[src/prot_consts.vh]
// register map, field layout, reset values and timing for the supervisor
// Contract
// - stage function setting, default off, silences stage
// - external block acts only when permitted
// - permanent order block suppresses order, flags it
// - permitted external order block suppresses, flags
// - stage exposes five input source states
// - stage drives seven separate output flags
// - trigger starts supervision timer at once
// - timer keeps running after trigger drops
// - expiry without stop raises failure trip
// - detected opening stops timer, per scheme
// - failure declared when scheme criterion persists
// - opening with trigger still present: rejected
// - rejected held until triggers drop
// - triggers dropped returns to stand-by
// - lockout with trip, held until acknowledged
// - four identical external protection stages
// - trip follows source when active, unblocked
// - frequency deviation blocks current scheme
// - trigger mode select plus three extra triggers
`ifndef PROT_CONSTS_VH
`define PROT_CONSTS_VH

// apb byte offsets
`define ADDR_STAGE_CFG     12'h000
`define ADDR_STAGE_STATUS  12'h004
`define ADDR_STAGE_INPUTS  12'h008
`define ADDR_BF_CFG        12'h00c
`define ADDR_BF_TIME       12'h010
`define ADDR_BF_STATUS     12'h014
`define ADDR_BF_ACK        12'h018

// stage setting bits, four per stage
`define CFG_FUNCTION       0
`define CFG_BLOCK_PERMIT   1
`define CFG_PERM_ORDER_BLK 2
`define CFG_ORDER_PERMIT   3
`define CFG_STRIDE         4
`define STAGE_CFG_RESET    16'h0000

// stage status bits, seven per stage, stride eight
`define ST_STRIDE          8
// stage input state bits, five per stage, stride eight
`define IN_STRIDE          8

// supervisor config fields
`define BF_SCHEME_LSB      0
`define BF_MODE_LSB        2
`define BF_CFG_RESET       4'h0
`define SCHEME_POSITION    2'h0
`define SCHEME_CURRENT     2'h1
`define SCHEME_BOTH        2'h2
`define MODE_NONE          2'h0
`define MODE_ALL           2'h1
`define MODE_CURRENT       2'h2
`define MODE_EXTERNAL      2'h3

// supervisor states
`define BF_STANDBY         2'h0
`define BF_RUNNING         2'h1
`define BF_REJECTED        2'h2
`define BF_FAILED          2'h3

// supervision time
// 100 ms at the 20 MHz clock, sized to the 24-bit timer
`define BF_TIME_CYCLES     24'h1e8480
`define TIMER_W            24

`endif

[src/ext_trip_and_breaker_fail_supervisor.v]
// top: four external protection stages, breaker failure supervisor, apb
`timescale 1ns/1ps
`default_nettype none
`include "prot_consts.vh"
module ext_trip_and_breaker_fail_supervisor #(
	parameter [23:0] BF_TIME_RESET = `BF_TIME_CYCLES
) (
	input  wire        pclk,
	input  wire        presetn,
	input  wire        psel,
	input  wire        penable,
	input  wire        pwrite,
	input  wire [11:0] paddr,
	input  wire [31:0] pwdata,
	output reg  [31:0] prdata,
	output reg         pready,
	output reg         pslverr,
	input  wire [3:0]  ext_block_src1,
	input  wire [3:0]  ext_block_src2,
	input  wire [3:0]  ext_trip_order_block_src,
	input  wire [3:0]  alarm_src,
	input  wire [3:0]  trip_src,
	input  wire        all_trips,
	input  wire        current_trips,
	input  wire        external_trips,
	input  wire [2:0]  extra_trigger,
	input  wire        current_below_threshold,
	input  wire        position_open,
	input  wire        freq_deviation_high,
	output reg  [3:0]  stage_active,
	output reg  [3:0]  ext_blocked_flag,
	output reg  [3:0]  trip_order_blocked_flag,
	output reg  [3:0]  ext_trip_order_blocked_flag,
	output reg  [3:0]  stage_alarm,
	output reg  [3:0]  stage_trip,
	output reg  [3:0]  breaker_open_order,
	output reg         breaker_failure_trip,
	output reg         breaker_failure_lockout,
	output reg         supervisor_rejected,
	output reg         supervisor_running
);
	localparam NSRC = 29;

	// apb decode
	wire        setup_ph;
	wire        wr_acc;
	wire        addr_ok;

	// synchronised pins
	wire [NSRC-1:0] raw_pins;
	reg  [NSRC-1:0] pin_meta;
	reg  [NSRC-1:0] pin_sync;

	wire [3:0] s_blk1;
	wire [3:0] s_blk2;
	wire [3:0] s_ordblk;
	wire [3:0] s_alarm;
	wire [3:0] s_trip;
	wire       s_all;
	wire       s_cur;
	wire       s_ext;
	wire [2:0] s_extra;
	wire       s_below;
	wire       s_open;
	wire       s_freq;

	// settings
	reg  [15:0]        stage_cfg;
	reg  [3:0]         bf_cfg;
	reg  [`TIMER_W-1:0] bf_time;

	// stage flag collection
	wire [6:0]  flags [0:3];
	wire [31:0] stage_status;
	wire [31:0] stage_inputs;

	// supervisor
	reg  [1:0]          bf_state;
	reg  [1:0]          next_bf_state;
	reg  [`TIMER_W-1:0] bf_count;
	reg  [`TIMER_W-1:0] next_bf_count;
	reg                 lockout_set;
	reg                 lockout_clr;
	wire [1:0]          scheme;
	wire [1:0]          mode;
	wire                stage_orders;
	reg                 mode_trigger;
	wire                trigger;
	wire                cur_blocked;
	reg                 opened;
	reg  [31:0]         rd_mux;

	// every pin crosses two flops before any logic looks at it
	assign raw_pins = {freq_deviation_high, position_open,
		current_below_threshold, extra_trigger, external_trips,
		current_trips, all_trips, trip_src, alarm_src,
		ext_trip_order_block_src, ext_block_src2, ext_block_src1};

	always @(posedge pclk or negedge presetn) begin
		if (!presetn) begin
			pin_meta <= {NSRC{1'b0}};
			pin_sync <= {NSRC{1'b0}};
		end else begin
			pin_meta <= raw_pins;
			pin_sync <= pin_meta;
		end
	end

	// split the synchronised bus back into its sources
	assign s_blk1   = pin_sync[3:0];
	assign s_blk2   = pin_sync[7:4];
	assign s_ordblk = pin_sync[11:8];
	assign s_alarm  = pin_sync[15:12];
	assign s_trip   = pin_sync[19:16];
	assign s_all    = pin_sync[20];
	assign s_cur    = pin_sync[21];
	assign s_ext    = pin_sync[22];
	assign s_extra  = pin_sync[25:23];
	assign s_below  = pin_sync[26];
	assign s_open   = pin_sync[27];
	assign s_freq   = pin_sync[28];

	// four identical stages
	genvar g;
	generate
		for (g = 0; g < 4; g = g + 1) begin : stage
			external_protection_stage u_stage (
				.pclk                           (pclk),
				.presetn                        (presetn),
				.cfg                            (stage_cfg[g*4 +: 4]),
				.ext_block_src1_state           (s_blk1[g]),
				.ext_block_src2_state           (s_blk2[g]),
				.ext_trip_order_block_src_state (s_ordblk[g]),
				.alarm_src_state                (s_alarm[g]),
				.trip_src_state                 (s_trip[g]),
				.flags                          (flags[g])
			);
			// status and input states, one byte per stage
			assign stage_status[g*8 +: 8] = {1'b0, flags[g]};
			assign stage_inputs[g*8 +: 8] = {3'h0, s_trip[g],
				s_alarm[g], s_ordblk[g], s_blk2[g], s_blk1[g]};
		end
	endgenerate

	// stage flags to top ports, through one more flop stage
	integer k;
	always @(posedge pclk or negedge presetn) begin
		if (!presetn) begin
			stage_active                <= 4'h0;
			ext_blocked_flag            <= 4'h0;
			trip_order_blocked_flag     <= 4'h0;
			ext_trip_order_blocked_flag <= 4'h0;
			stage_alarm                 <= 4'h0;
			stage_trip                  <= 4'h0;
			breaker_open_order          <= 4'h0;
		end else begin
			for (k = 0; k < 4; k = k + 1) begin
				stage_active[k]                <= flags[k][0];
				ext_blocked_flag[k]            <= flags[k][1];
				trip_order_blocked_flag[k]     <= flags[k][2];
				ext_trip_order_blocked_flag[k] <= flags[k][3];
				stage_alarm[k]                 <= flags[k][4];
				stage_trip[k]                  <= flags[k][5];
				breaker_open_order[k]          <= flags[k][6];
			end
		end
	end

	// trigger selection; extra triggers act in every mode
	assign scheme = bf_cfg[`BF_SCHEME_LSB +: 2];
	assign mode = bf_cfg[`BF_MODE_LSB +: 2];
	assign stage_orders = |{flags[3][6], flags[2][6], flags[1][6],
		flags[0][6]};

	always @* begin
		case (mode)
			`MODE_ALL:      mode_trigger = s_all | s_cur | s_ext |
				stage_orders;
			`MODE_CURRENT:  mode_trigger = s_cur;
			`MODE_EXTERNAL: mode_trigger = s_ext | stage_orders;
			default:        mode_trigger = 1'b0;
		endcase
	end

	// a current-only scheme out of frequency range does not supervise
	assign cur_blocked = s_freq & (scheme == `SCHEME_CURRENT);
	assign trigger = (mode_trigger | (|s_extra)) & ~cur_blocked;

	// opening per scheme; combined falls back to position when off
	// frequency, else failure needs current high and contacts closed
	always @* begin
		case (scheme)
			`SCHEME_CURRENT: opened = s_below;
			`SCHEME_BOTH:    opened = s_open | (s_below & ~s_freq);
			default:         opened = s_open;
		endcase
	end

	// supervisor state machine and timer
	always @* begin
		next_bf_state = bf_state;
		next_bf_count = bf_count;
		lockout_set = 1'b0;
		case (bf_state)
			`BF_STANDBY: begin
				if (trigger) begin
					next_bf_state = `BF_RUNNING;
					next_bf_count = bf_time;
				end
			end
			`BF_RUNNING: begin
				// runs on whether or not the trigger is still there
				if (opened && trigger) begin
					next_bf_state = `BF_REJECTED;
				end else if (opened) begin
					next_bf_state = `BF_STANDBY;
				end else if (bf_count == {`TIMER_W{1'b0}}) begin
					// not opened at expiry: criterion persists
					next_bf_state = `BF_FAILED;
					lockout_set = 1'b1;
				end else begin
					next_bf_count = bf_count - 1'b1;
				end
			end
			`BF_REJECTED: begin
				if (!trigger) begin
					next_bf_state = `BF_STANDBY;
				end else begin
					next_bf_state = `BF_REJECTED;
				end
			end
			`BF_FAILED: begin
				// trip holds while triggers stand, then stand-by
				if (!trigger) begin
					next_bf_state = `BF_STANDBY;
				end
			end
			default: next_bf_state = `BF_STANDBY;
		endcase
	end

	always @(posedge pclk or negedge presetn) begin
		if (!presetn) begin
			bf_state <= `BF_STANDBY;
			bf_count <= {`TIMER_W{1'b0}};
		end else begin
			bf_state <= next_bf_state;
			bf_count <= next_bf_count;
		end
	end

	// supervisor outputs; trip and lockout rise on the same edge
	always @(posedge pclk or negedge presetn) begin
		if (!presetn) begin
			breaker_failure_trip    <= 1'b0;
			breaker_failure_lockout <= 1'b0;
			supervisor_rejected     <= 1'b0;
			supervisor_running      <= 1'b0;
		end else begin
			breaker_failure_trip <= (next_bf_state == `BF_FAILED);
			supervisor_rejected  <= (next_bf_state == `BF_REJECTED);
			supervisor_running   <= (next_bf_state == `BF_RUNNING);
			// a new failure wins over an acknowledge in the same cycle
			if (lockout_set) begin
				breaker_failure_lockout <= 1'b1;
			end else if (lockout_clr) begin
				breaker_failure_lockout <= 1'b0;
			end
		end
	end

	// apb: no wait states, pready rises in the access phase
	assign setup_ph = psel & ~penable;
	assign wr_acc = psel & penable & pready & pwrite;
	assign addr_ok = (paddr == `ADDR_STAGE_CFG) |
		(paddr == `ADDR_STAGE_STATUS) | (paddr == `ADDR_STAGE_INPUTS) |
		(paddr == `ADDR_BF_CFG) | (paddr == `ADDR_BF_TIME) |
		(paddr == `ADDR_BF_STATUS) | (paddr == `ADDR_BF_ACK);

	// read data captured at setup, so prdata stays a flop output
	always @* begin
		case (paddr)
			`ADDR_STAGE_CFG:    rd_mux = {16'h0000, stage_cfg};
			`ADDR_STAGE_STATUS: rd_mux = stage_status;
			`ADDR_STAGE_INPUTS: rd_mux = stage_inputs;
			`ADDR_BF_CFG:       rd_mux = {28'h0000000, bf_cfg};
			`ADDR_BF_TIME:      rd_mux = {8'h00, bf_time};
			`ADDR_BF_STATUS:    rd_mux = {26'h0000000, supervisor_running,
				supervisor_rejected, breaker_failure_lockout,
				breaker_failure_trip, bf_state};
			default:            rd_mux = 32'h00000000;
		endcase
	end

	always @(posedge pclk or negedge presetn) begin
		if (!presetn) begin
			pready  <= 1'b0;
			pslverr <= 1'b0;
			prdata  <= 32'h00000000;
		end else begin
			pready  <= setup_ph;
			pslverr <= setup_ph & ~addr_ok;
			if (setup_ph && !pwrite) begin
				prdata <= rd_mux;
			end
		end
	end

	// register writes at the access edge
	always @(posedge pclk or negedge presetn) begin
		if (!presetn) begin
			stage_cfg   <= `STAGE_CFG_RESET;
			bf_cfg      <= `BF_CFG_RESET;
			bf_time     <= BF_TIME_RESET;
			lockout_clr <= 1'b0;
		end else begin
			lockout_clr <= 1'b0;
			if (wr_acc && paddr == `ADDR_STAGE_CFG) begin
				stage_cfg <= pwdata[15:0];
			end
			if (wr_acc && paddr == `ADDR_BF_CFG) begin
				bf_cfg <= pwdata[3:0];
			end
			if (wr_acc && paddr == `ADDR_BF_TIME) begin
				bf_time <= pwdata[23:0];
			end
			// acknowledge is the only way out of lockout
			if (wr_acc && paddr == `ADDR_BF_ACK) begin
				lockout_clr <= pwdata[0];
			end
		end
	end
endmodule // ext_trip_and_breaker_fail_supervisor
`default_nettype wire

[src/external_protection_stage.v]
// one external protection stage: settings and sources to output flags
`timescale 1ns/1ps
`default_nettype none
module external_protection_stage (
	input  wire       pclk,
	input  wire       presetn,
	input  wire [3:0] cfg,
	input  wire       ext_block_src1_state,
	input  wire       ext_block_src2_state,
	input  wire       ext_trip_order_block_src_state,
	input  wire       alarm_src_state,
	input  wire       trip_src_state,
	output reg  [6:0] flags
);
`include "prot_consts.vh"

	wire active;
	wire blocked;
	wire perm_blk;
	wire ext_ord_blk;
	wire alarm;
	wire trip;
	wire order;

	// a disabled stage produces nothing at all
	assign active = cfg[`CFG_FUNCTION];
	// blocking source matters only with its permission set
	assign blocked = active & cfg[`CFG_BLOCK_PERMIT] &
		(ext_block_src1_state | ext_block_src2_state);
	assign perm_blk = active & cfg[`CFG_PERM_ORDER_BLK];
	assign ext_ord_blk = active & ~blocked & cfg[`CFG_ORDER_PERMIT] &
		ext_trip_order_block_src_state;
	// blocked stage holds alarm and trip low
	assign alarm = active & ~blocked & alarm_src_state;
	assign trip = active & ~blocked & trip_src_state;
	assign order = trip & ~perm_blk & ~ext_ord_blk;

	// registered so the top sees flop outputs
	always @(posedge pclk or negedge presetn) begin
		if (!presetn) begin
			flags <= 7'h00;
		end else begin
			flags <= {order, trip, alarm, ext_ord_blk, perm_blk,
				blocked, active};
		end
	end
endmodule // external_protection_stage
`default_nettype wire

[config.mk]
export PLATFORM = sky130hd
export DESIGN_NAME = ext_trip_and_breaker_fail_supervisor
export DESIGN_NICKNAME = d
export VERILOG_FILES = /design/src/ext_trip_and_breaker_fail_supervisor.v /design/src/external_protection_stage.v
export VERILOG_INCLUDE_DIRS = /design/src /design/src/src
export SDC_FILE = /design/constraint.sdc
export NUM_CORES = 1
export LEC_CHECK = 0
export ABC_CLOCK_PERIOD_IN_PS = 5500
export BUFFER_PORTS_ARGS = -buffer_cell sky130_fd_sc_hd__buf_2
export CAP_MARGIN = 30
export CORE_AREA = 5 5 136 138
export CTS_CLUSTER_SIZE = 16
export DETAILED_ROUTE_END_ITERATION = 10
export DIE_AREA = 0 0 141 143
export PLACE_DENSITY = 0.72
export REMOVE_ABC_BUFFERS = 1
export SLEW_MARGIN = 20
export SYNTH_ARGS = -nofsm -noshare
export SYNTH_HDL_FRONTEND = slang
export SYNTH_SLANG_ARGS = --single-unit
[constraint.sdc]
create_clock -name pclk -period 5.5 [get_ports pclk]
set_input_delay 0 -clock pclk [delete_from_list [all_inputs] [get_ports pclk]]
set_output_delay 0 -clock pclk [all_outputs]
set_load 0.02 [all_outputs]
==> key figures, run 1 <==
Clocking
  – Root buffer cell: clkbuf_16
  – Clk sinks: 222
  – Post-CTS Setup Bufs: 0
  – Clk slew on worst S/H paths: 60 ps
  – CTS tree: done
  – TritonCTS buffer count: 23
  – Post-cts sizing count: 0
  – # H-tree levels: 1
  – Clk_lat worst skew: 510 ps
  – Clock Path Buffers: 3
  – Post-CTS Hold Fix Bufs: 63

GRT
  – Vias in the first global route: 6413
  – First-pass GRT wire length: 34500 um
  – Grt ovf: 0
  – Initial antenna violation count: 0
  – Gr usage total: between 20% and 30%
  – Largest net degree at the start of global routing: 105

Route
  – Drt drc: 0
  – Avg Vias per Cell: 5.61
  – Pre-antenna DRT Iters: 6
  – Total number of vias: approximately 6300
  – Initial DRC count: 380
  – Drt total wl: 21400 um
  – DR WL/cell: 19.1 um
  – Antenna Nets Post-Route: 0

Pwr
  – Lkg Pwr: approximately 5.0 nW
  – Gate power share: 15.8%
  – Sw frac: 27.6%
  – Switching Power: 1.15 mW
  – Reg power frac: 45.2%
  – PwrDens: 386 mW/mm2
  – Clock network power share: 39.0%
  – Worst vdd ir: 0.315 mV
  – Internal power: 3.02 mW

Critical path
  – CP peak stage delay: 410 ps
  – Critical-path top delay cell: dfrtp_1
  – Crit end category: register
  – CP arrival: 3130 ps
  – Crit path kind: reg -> reg
  – Worst setup SP type: register
  – Crit path cell chain: inv_1, ha_1, nor4b_2, nand4_1, and4bb_1, o21ba_1, buf_4, nand2_4, inv_4, a22o_1
  – Family with the most delay on the worst path: simple AND/OR/NAND/NOR gates
  – Critical Path RT: 5900 ps
  – Crit path max fanout: 28
  – Worst path bufs/invs: 3

Synth
  – Flops & latches, synth: 222
  – Library cells used by synthesis: 57
  – Synth area leaders: dfrtp_1, mux2_2, nand2_1
  – Mapped Area: 0.00841 mm2
  – Async S/R FF share, synth: 100%
  – Synthesized instance count: 678
  – Post-synth top area share: 63.9%
  – Predominant post-synthesis flop cell: dfrtp_1
  – Post-synth EDFFs: 0
  – Syn. warnings: 0
  – Synth top cells by count: dfrtp_1, nand2_1, a22oi_1, a21oi_1, nor2_1
  – Count leader, synth: dfrtp_1
  – Yosys top cell by area: dfrtp_1
  – Syn_area_per_cell: 12.4 um2
  – Register area share after synthesis: between 60 and 70%

Die
  – Die Span Y: between 100 and 150 um
  – Width of the die: 141 um
  – IO Count: between 100 and 150
  – DIE AREA: 0.0202 mm2
  – Initial core utilization: 49.3%
  – Rows: 48
  – Core area: 0.0171 mm2

Placement
  – Post-place setup slack: 2790 ps
  – Port buffer count: 134
  – Dpl hpwl: 13400 um
  – Gpl congestion: 0.855

Job
  – Max-cap violations: 0

STA
  – Final period util: 49.6%
  – Worst-Margin Slew: approximately 870 ps
  – Max-slew violations: 0
  – Fin Hold WS: 87.6 ps
  – Hold Vio Cnt, Final: 0
  – Max Fclk: 367 MHz
  – Fin worst setup slack: 2770 ps
  – Minimum clock period: 2730 ps
  – Worst clock skew: 12.5 ps
  – Final setup violation count: 0
  – Setup_tns: 0 ps
  – Slew margin rel.: 42.1%
  – RSZ-0062 raised after global routing: false

Layout
  – Fin nets: 961
  – Layout fillers: 1366
  – Share of layout cells above drive strength 1: 26.5%
  – Core Util, Final: 63.3%
  – Antenna fix cells: 0
  – Area growth, synth to finish: 28.4%

Outcome
  – Status: completed

Worst hold path
  – Worst hold-check path type: in -> reg
[registers in the layout, summed over array words and instances (netlist names), 2 cells and up]
name	cells
stage_trip	4
breaker_open_order	4
stage_cfg	16
stage.u_stage.flags	28
ext_blocked_flag	4
bf_time	24
trip_order_blocked_flag	4
prdata	31
stage_active	4
bf_state	2
pin_meta	29
bf_count	24
stage_alarm	4
bf_cfg	4
pin_sync	29
ext_trip_order_blocked_flag	4
[logic make-up (layout without fill, tap and decap cells)]
family / Yosys count / in the layout / synth area share [%]
buffers and inverters: 52 / 271 / 2.91
muxes: 38 / 38 / 5.09
and+or+nand+nor: 169 / 169 / 10.4
AOI/OAI and AO/OA: 193 / 193 / 15.0
DFF: 222 / 222 / 66.1
adders and majority gates: 3 / 3 / 0.446
other: 1 / 1 / 0.0446
[power groups by stage]
stage	clock, mW	sequential [mW]	combinational [mW]
2_1_floorplan	0	1.90	0.384
3_3_place_gp	0	1.90	0.573
3_5_place_dp	0	1.91	0.590
4_1_cts	1.65	1.88	0.630
5_1_grt	1.72	1.90	0.732
6_report	1.63	1.89	0.660
[placed cells by master (no fill, tap or decap), types with 25 or more instances in the layout]
cell type      netlist  routed
a21oi_1             30      30
a22oi_1             31      31
a31oi_1             25      25
buf_2                5     133
dfrtp_1            215     215
dlygate4sd3_1        0      63
mux2_2              26      26
nand2_1             65      65
nor2_1              27      26
o21ai_0             25      25
[path summary, 6_finish.rpt]
kind                         startpoint      endpoint  slack, ps  depth (start not counted)
hold reg to reg            pin_meta[17]  pin_sync[17]        340                          0
max in group asynchronous       presetn     prdata[0]       4110                          3
min in group asynchronous       presetn  pin_sync[11]        140                          2
setup / recovery            bf_count[0]  bf_count[16]       2770                         10
setup reg to reg            bf_count[0]  bf_count[16]       2770                         10
hold / removal                     psel   lockout_clr         90                          4
[layout make-up]
class | instances | area (um2) | share of cell area [%]
sequential | 222 | 5560 | 51.5
multi-input combinational | 404 | 2640 | 24.4
timing repair buffer | 212 | 1450 | 13.4
clock buffer | 35 | 691 | 6.39
tap | 225 | 282 | 2.61
clock inverter | 7 | 114 | 1.05
inverter | 17 | 66.3 | 0.614
[metrics by stage]
step / instance area [um2] / std cells / power (mW)
global route: 10800 / 1122 / 4.36
finish: 10800 / 1122 / 4.17
floorplan: 8240 / 643 / 2.28
global placement: 9320 / 1014 / 2.48
detailed placement: 9330 / 1015 / 2.50
CTS: 10800 / 1120 / 4.16
[per-layer routing]
metal / share of wire [%] / GRT usage (%) / up-vias
li1: - / - / 2871
met1: 43 / 29.9 / 3172
met2: 49 / 35.4 / 216
met3: 6.3 / 3.55 / 34
met4: 1.7 / 5.10 / 0
met5: 0 / 0 / -
[worst min-delay path: cells and delay by family]
family	cells	cell delay, ps
buffers and inverters	1	100
AND/OR/NAND/NOR	3	430
No activity file was read; power rests on OpenSTA's default activity.
==> run 2: changes to the inputs <==
--- a/config.mk
+++ b/config.mk
@@ -6,14 +6,14 @@
 export SDC_FILE = /design/constraint.sdc
 export NUM_CORES = 1
 export LEC_CHECK = 0
-export ABC_CLOCK_PERIOD_IN_PS = 5500
+export ABC_CLOCK_PERIOD_IN_PS = 2450
 export BUFFER_PORTS_ARGS = -buffer_cell sky130_fd_sc_hd__buf_2
 export CAP_MARGIN = 30
 export CORE_AREA = 5 5 136 138
 export CTS_CLUSTER_SIZE = 16
 export DETAILED_ROUTE_END_ITERATION = 10
 export DIE_AREA = 0 0 141 143
-export PLACE_DENSITY = 0.72
+export PLACE_DENSITY = 0.74
 export REMOVE_ABC_BUFFERS = 1
 export SLEW_MARGIN = 20
 export SYNTH_ARGS = -nofsm -noshare
==> constraint.sdc (replaced) <==
create_clock -name pclk -period 2.45 [get_ports pclk]
set_input_delay 0 -clock pclk [delete_from_list [all_inputs] [get_ports pclk]]
set_output_delay 0 -clock pclk [all_outputs]
set_load 0.02 [all_outputs]
==> run 2 against run 1 <==
Against the previous run:
- final cell count is 1.4% higher
- register-to-register slack worse by 2600 ps
- clock-buffer cell count fell by 3
- routed wire length fell by 1.2%
- core utilization rose by 0.33 points
- via count about the same
- die area unchanged
- clock power rose by 100%
- power grew 120%
- highest routed layer unchanged
- global-route usage increased by 0.18 points
- non-clock buffer count increased by 17
- largest power group unchanged
==> key figures, run 2 (synthesis gave the netlist of run 1 again) <==
Outcome
  – Status: completed

Pwr
  – Internal power: 6.49 mW (+110%)
  – Gate power share: 17.5% (+1.7 points)
  – Lkg Pwr: 5.08 nW (+0.60%)
  – Sw frac: 28.7% (+1.1 points)
  – Clock network power share: 36.2% (-2.8 points)
  – Worst vdd ir: 0.540 mV (+71%)
  – PwrDens: 838 mW/mm2 (+120%)
  – Reg power frac: 46.3% (+1.1 points)
  – Switching Power: 2.62 mW (+130%)

STA
  – Hold Vio Cnt, Final: 0 (unchanged)
  – Fin Hold WS: 58.0 ps (-29.6 ps)
  – Setup_tns: 0 ps (unchanged)
  – Max-slew violations: 0 (unchanged)
  – RSZ-0062 raised after global routing: false
  – Final period util: 92.8% (+43 points)
  – Final setup violation count: 0 (unchanged)
  – Worst clock skew: 10.9 ps (-1.59 ps)
  – Worst-Margin Slew: 737 ps (-131 ps)
  – Slew margin rel.: 50.8% (+8.7 points)
  – Max Fclk: 440 MHz (+20%)
  – Minimum clock period: 2270 ps (-454 ps)

Critical path
  – Crit path max fanout: 24 (-14%)
  – Family with the most delay on the worst path: compound AO/OA/AOI/OAI gates
  – Register-to-Register Path Depth: 9 (-1)
  – Worst r2r dst: bf_count[16]
  – Critical Path RT: 2840 ps (-3060 ps)
  – Crit path cell chain: inv_1, ha_1, o21ai_0, nand2_1, and4bb_1, o21ba_2, nand2_4, inv_4, a22o_1
  – Setup slack, reg-to-reg: 180 ps (-2600 ps)
  – Crit end category: register
  – Worst setup SP type: register
  – Critical-path top delay cell: dfrtp_1
  – CP peak stage delay: 390 ps (-20 ps)
  – Crit path kind: reg -> reg
  – FF-to-FF Start: bf_cfg[0]
  – Worst path bufs/invs: 2 (-1)
  – CP arrival: 2670 ps (-460 ps)

GRT
  – Met3 GRT Util: 3.72% (+0.17 points)
  – First-pass GRT wire length: 35000 um (+1.4%)
  – Met2 Use GR: 36.2% (+0.86 points)
  – GR Util met1: 29.7% (-0.22 points)
  – Initial antenna violation count: 0 (unchanged)
  – Vias in the first global route: 6696 (+4.4%)
  – Grt ovf: 0 (unchanged)
  – Gr usage total: 21.5% (+0.18 points)
  – Largest net degree at the start of global routing: 93 (-11%)
  – GRT busiest layer: met2

Route
  – Pre-antenna DRT Iters: 7 (+1)
  – Initial DRC count: 553 (+46%)
  – Drt drc: 0 (unchanged)
  – DR WL/cell: 18.6 um (-2.6%)
  – Avg Vias per Cell: 5.53 (-1.3%)
  – Drt total wl: 21100 um (-1.2%)
  – Antenna Nets Post-Route: 0 (unchanged)
  – Total number of vias: 6297 (+0.064%)

Worst hold path
  – Worst hold stages: 6 (+2)
  – Hold EP: lockout_clr
  – Worst hold-check path type: in -> reg
  – Launch point of the worst hold path: paddr[10]

Clocking
  – Clk slew on worst S/H paths: 60 ps (about the same)
  – Root buffer cell: clkbuf_16
  – # H-tree levels: 1 (unchanged)
  – Clk sinks: 222 (unchanged)
  – Clk_lat worst skew: 500 ps (about the same)
  – Clock Path Buffers: 3 (unchanged)
  – CTS tree: done
  – Post-CTS Setup Bufs: 0 (unchanged)
  – TritonCTS buffer count: 23 (unchanged)

Die
  – Core area: 0.0171 mm2 (unchanged)
  – Initial core utilization: 49.3% (unchanged)
  – IO Count: 144 (unchanged)
  – DIE AREA: 0.0202 mm2 (unchanged)
  – Rows: 48 (unchanged)
  – Die Span Y: 143 um (unchanged)
  – Width of the die: 141 um (unchanged)

Layout
  – Largest register FFs: 31 (unchanged)
  – Area occupied by multi-input gates: 0.00264 mm2 (unchanged)
  – Largest Register: prdata
  – Commonest non-fill, non-tap cell in the layout: dfrtp_1
  – Register area: 0.00556 mm2 (unchanged)
  – Share of layout cells above drive strength 1: 27.9% (+1.4 points)
  – Highest-count cells in the layout ignoring fill and taps: dfrtp_1, buf_2, nand2_1
  – Layout fillers: 1337 (-2.1%)
  – Top Registers: prdata (31), pin_meta (29), pin_sync (29)
  – Antenna fix cells: 0 (unchanged)
  – Area growth, synth to finish: 29.1%
  – Fin nets: 978 (+1.8%)
  – Design Area, Final: 0.0109 mm2 (+0.52%)

Placement
  – Post-placement cell area: 0.00950 mm2 (+1.8%)
  – Port buffer count: 134 (unchanged)
  – Gpl congestion: 0.877 (+2.6%)
  – Dpl hpwl: 13900 um (+4.0%)

Job
  – Max-cap violations: 0 (unchanged)
-- run 2: power by group through the flow --
stage	registers [mW]	logic [mW]	clock network, mW
after floorplan	4.26	0.861	0
after global placement	4.26	1.46	0
after detailed placement	4.27	1.50	0
after CTS	4.21	1.58	3.35
after global routing	4.26	1.79	3.51
final	4.22	1.59	3.30
-- run 2: through the flow --
step | worst slack [ps] | instances | power (mW) | utilization [%]
final | 177 | 1138 | 9.10 | 63.7
after global routing | 2.84 | 1138 | 9.56 | 63.7
after CTS | 40.8 | 1138 | 9.14 | 63.7
after detailed placement | 90.9 | 1033 | 5.77 | 55.7
after global placement | 202 | 1033 | 5.72 | 55.7
after floorplan | -1010 | 643 | 5.12 | -
-- run 2: what timing repair did --
item	in CTS	in global routing
gates resized for setup	0	1
hold buffers	64	0
setup endpoints to repair	0	23
hold endpoints to repair	165	0
-- run 2: worst max-delay path by stage --
stage	from	to	slack, ps	cells past startpoint
after floorplan	bf_state[1]	bf_count[16]	-1010	7
after global placement	bf_cfg[0]	bf_count[16]	200	9
after detailed placement	bf_cfg[0]	bf_count[16]	90	9
after CTS	bf_cfg[0]	bf_count[18]	40	9
after global routing	bf_cfg[0]	bf_count[21]	3	9
final	bf_cfg[0]	bf_count[16]	180	9
-- run 2: layer usage --
metal / wire length (um) / part of all wire [%]
met1: 9070 / 43
met4: 252 / 1.2
met3: 1260 / 5.9
met5: 0 / 0
met2: 10500 / 50
-- run 2: worst min-delay path, stage by stage --
cell	delay [ps]
buf_2	80
nor2_1	40
nand2_1	70
nor4_1	50
buf_4	130
and2_1	140
-- run 2: final cells by class --
class / instances / share of cell area [%]
multi-input combinational: 404 / 24.3
timing repair buffer: 229 / 14.7
clock buffer: 32 / 6.07
tap: 225 / 2.59
inverter: 17 / 0.611
sequential: 222 / 51.2
clock inverter: 9 / 0.565
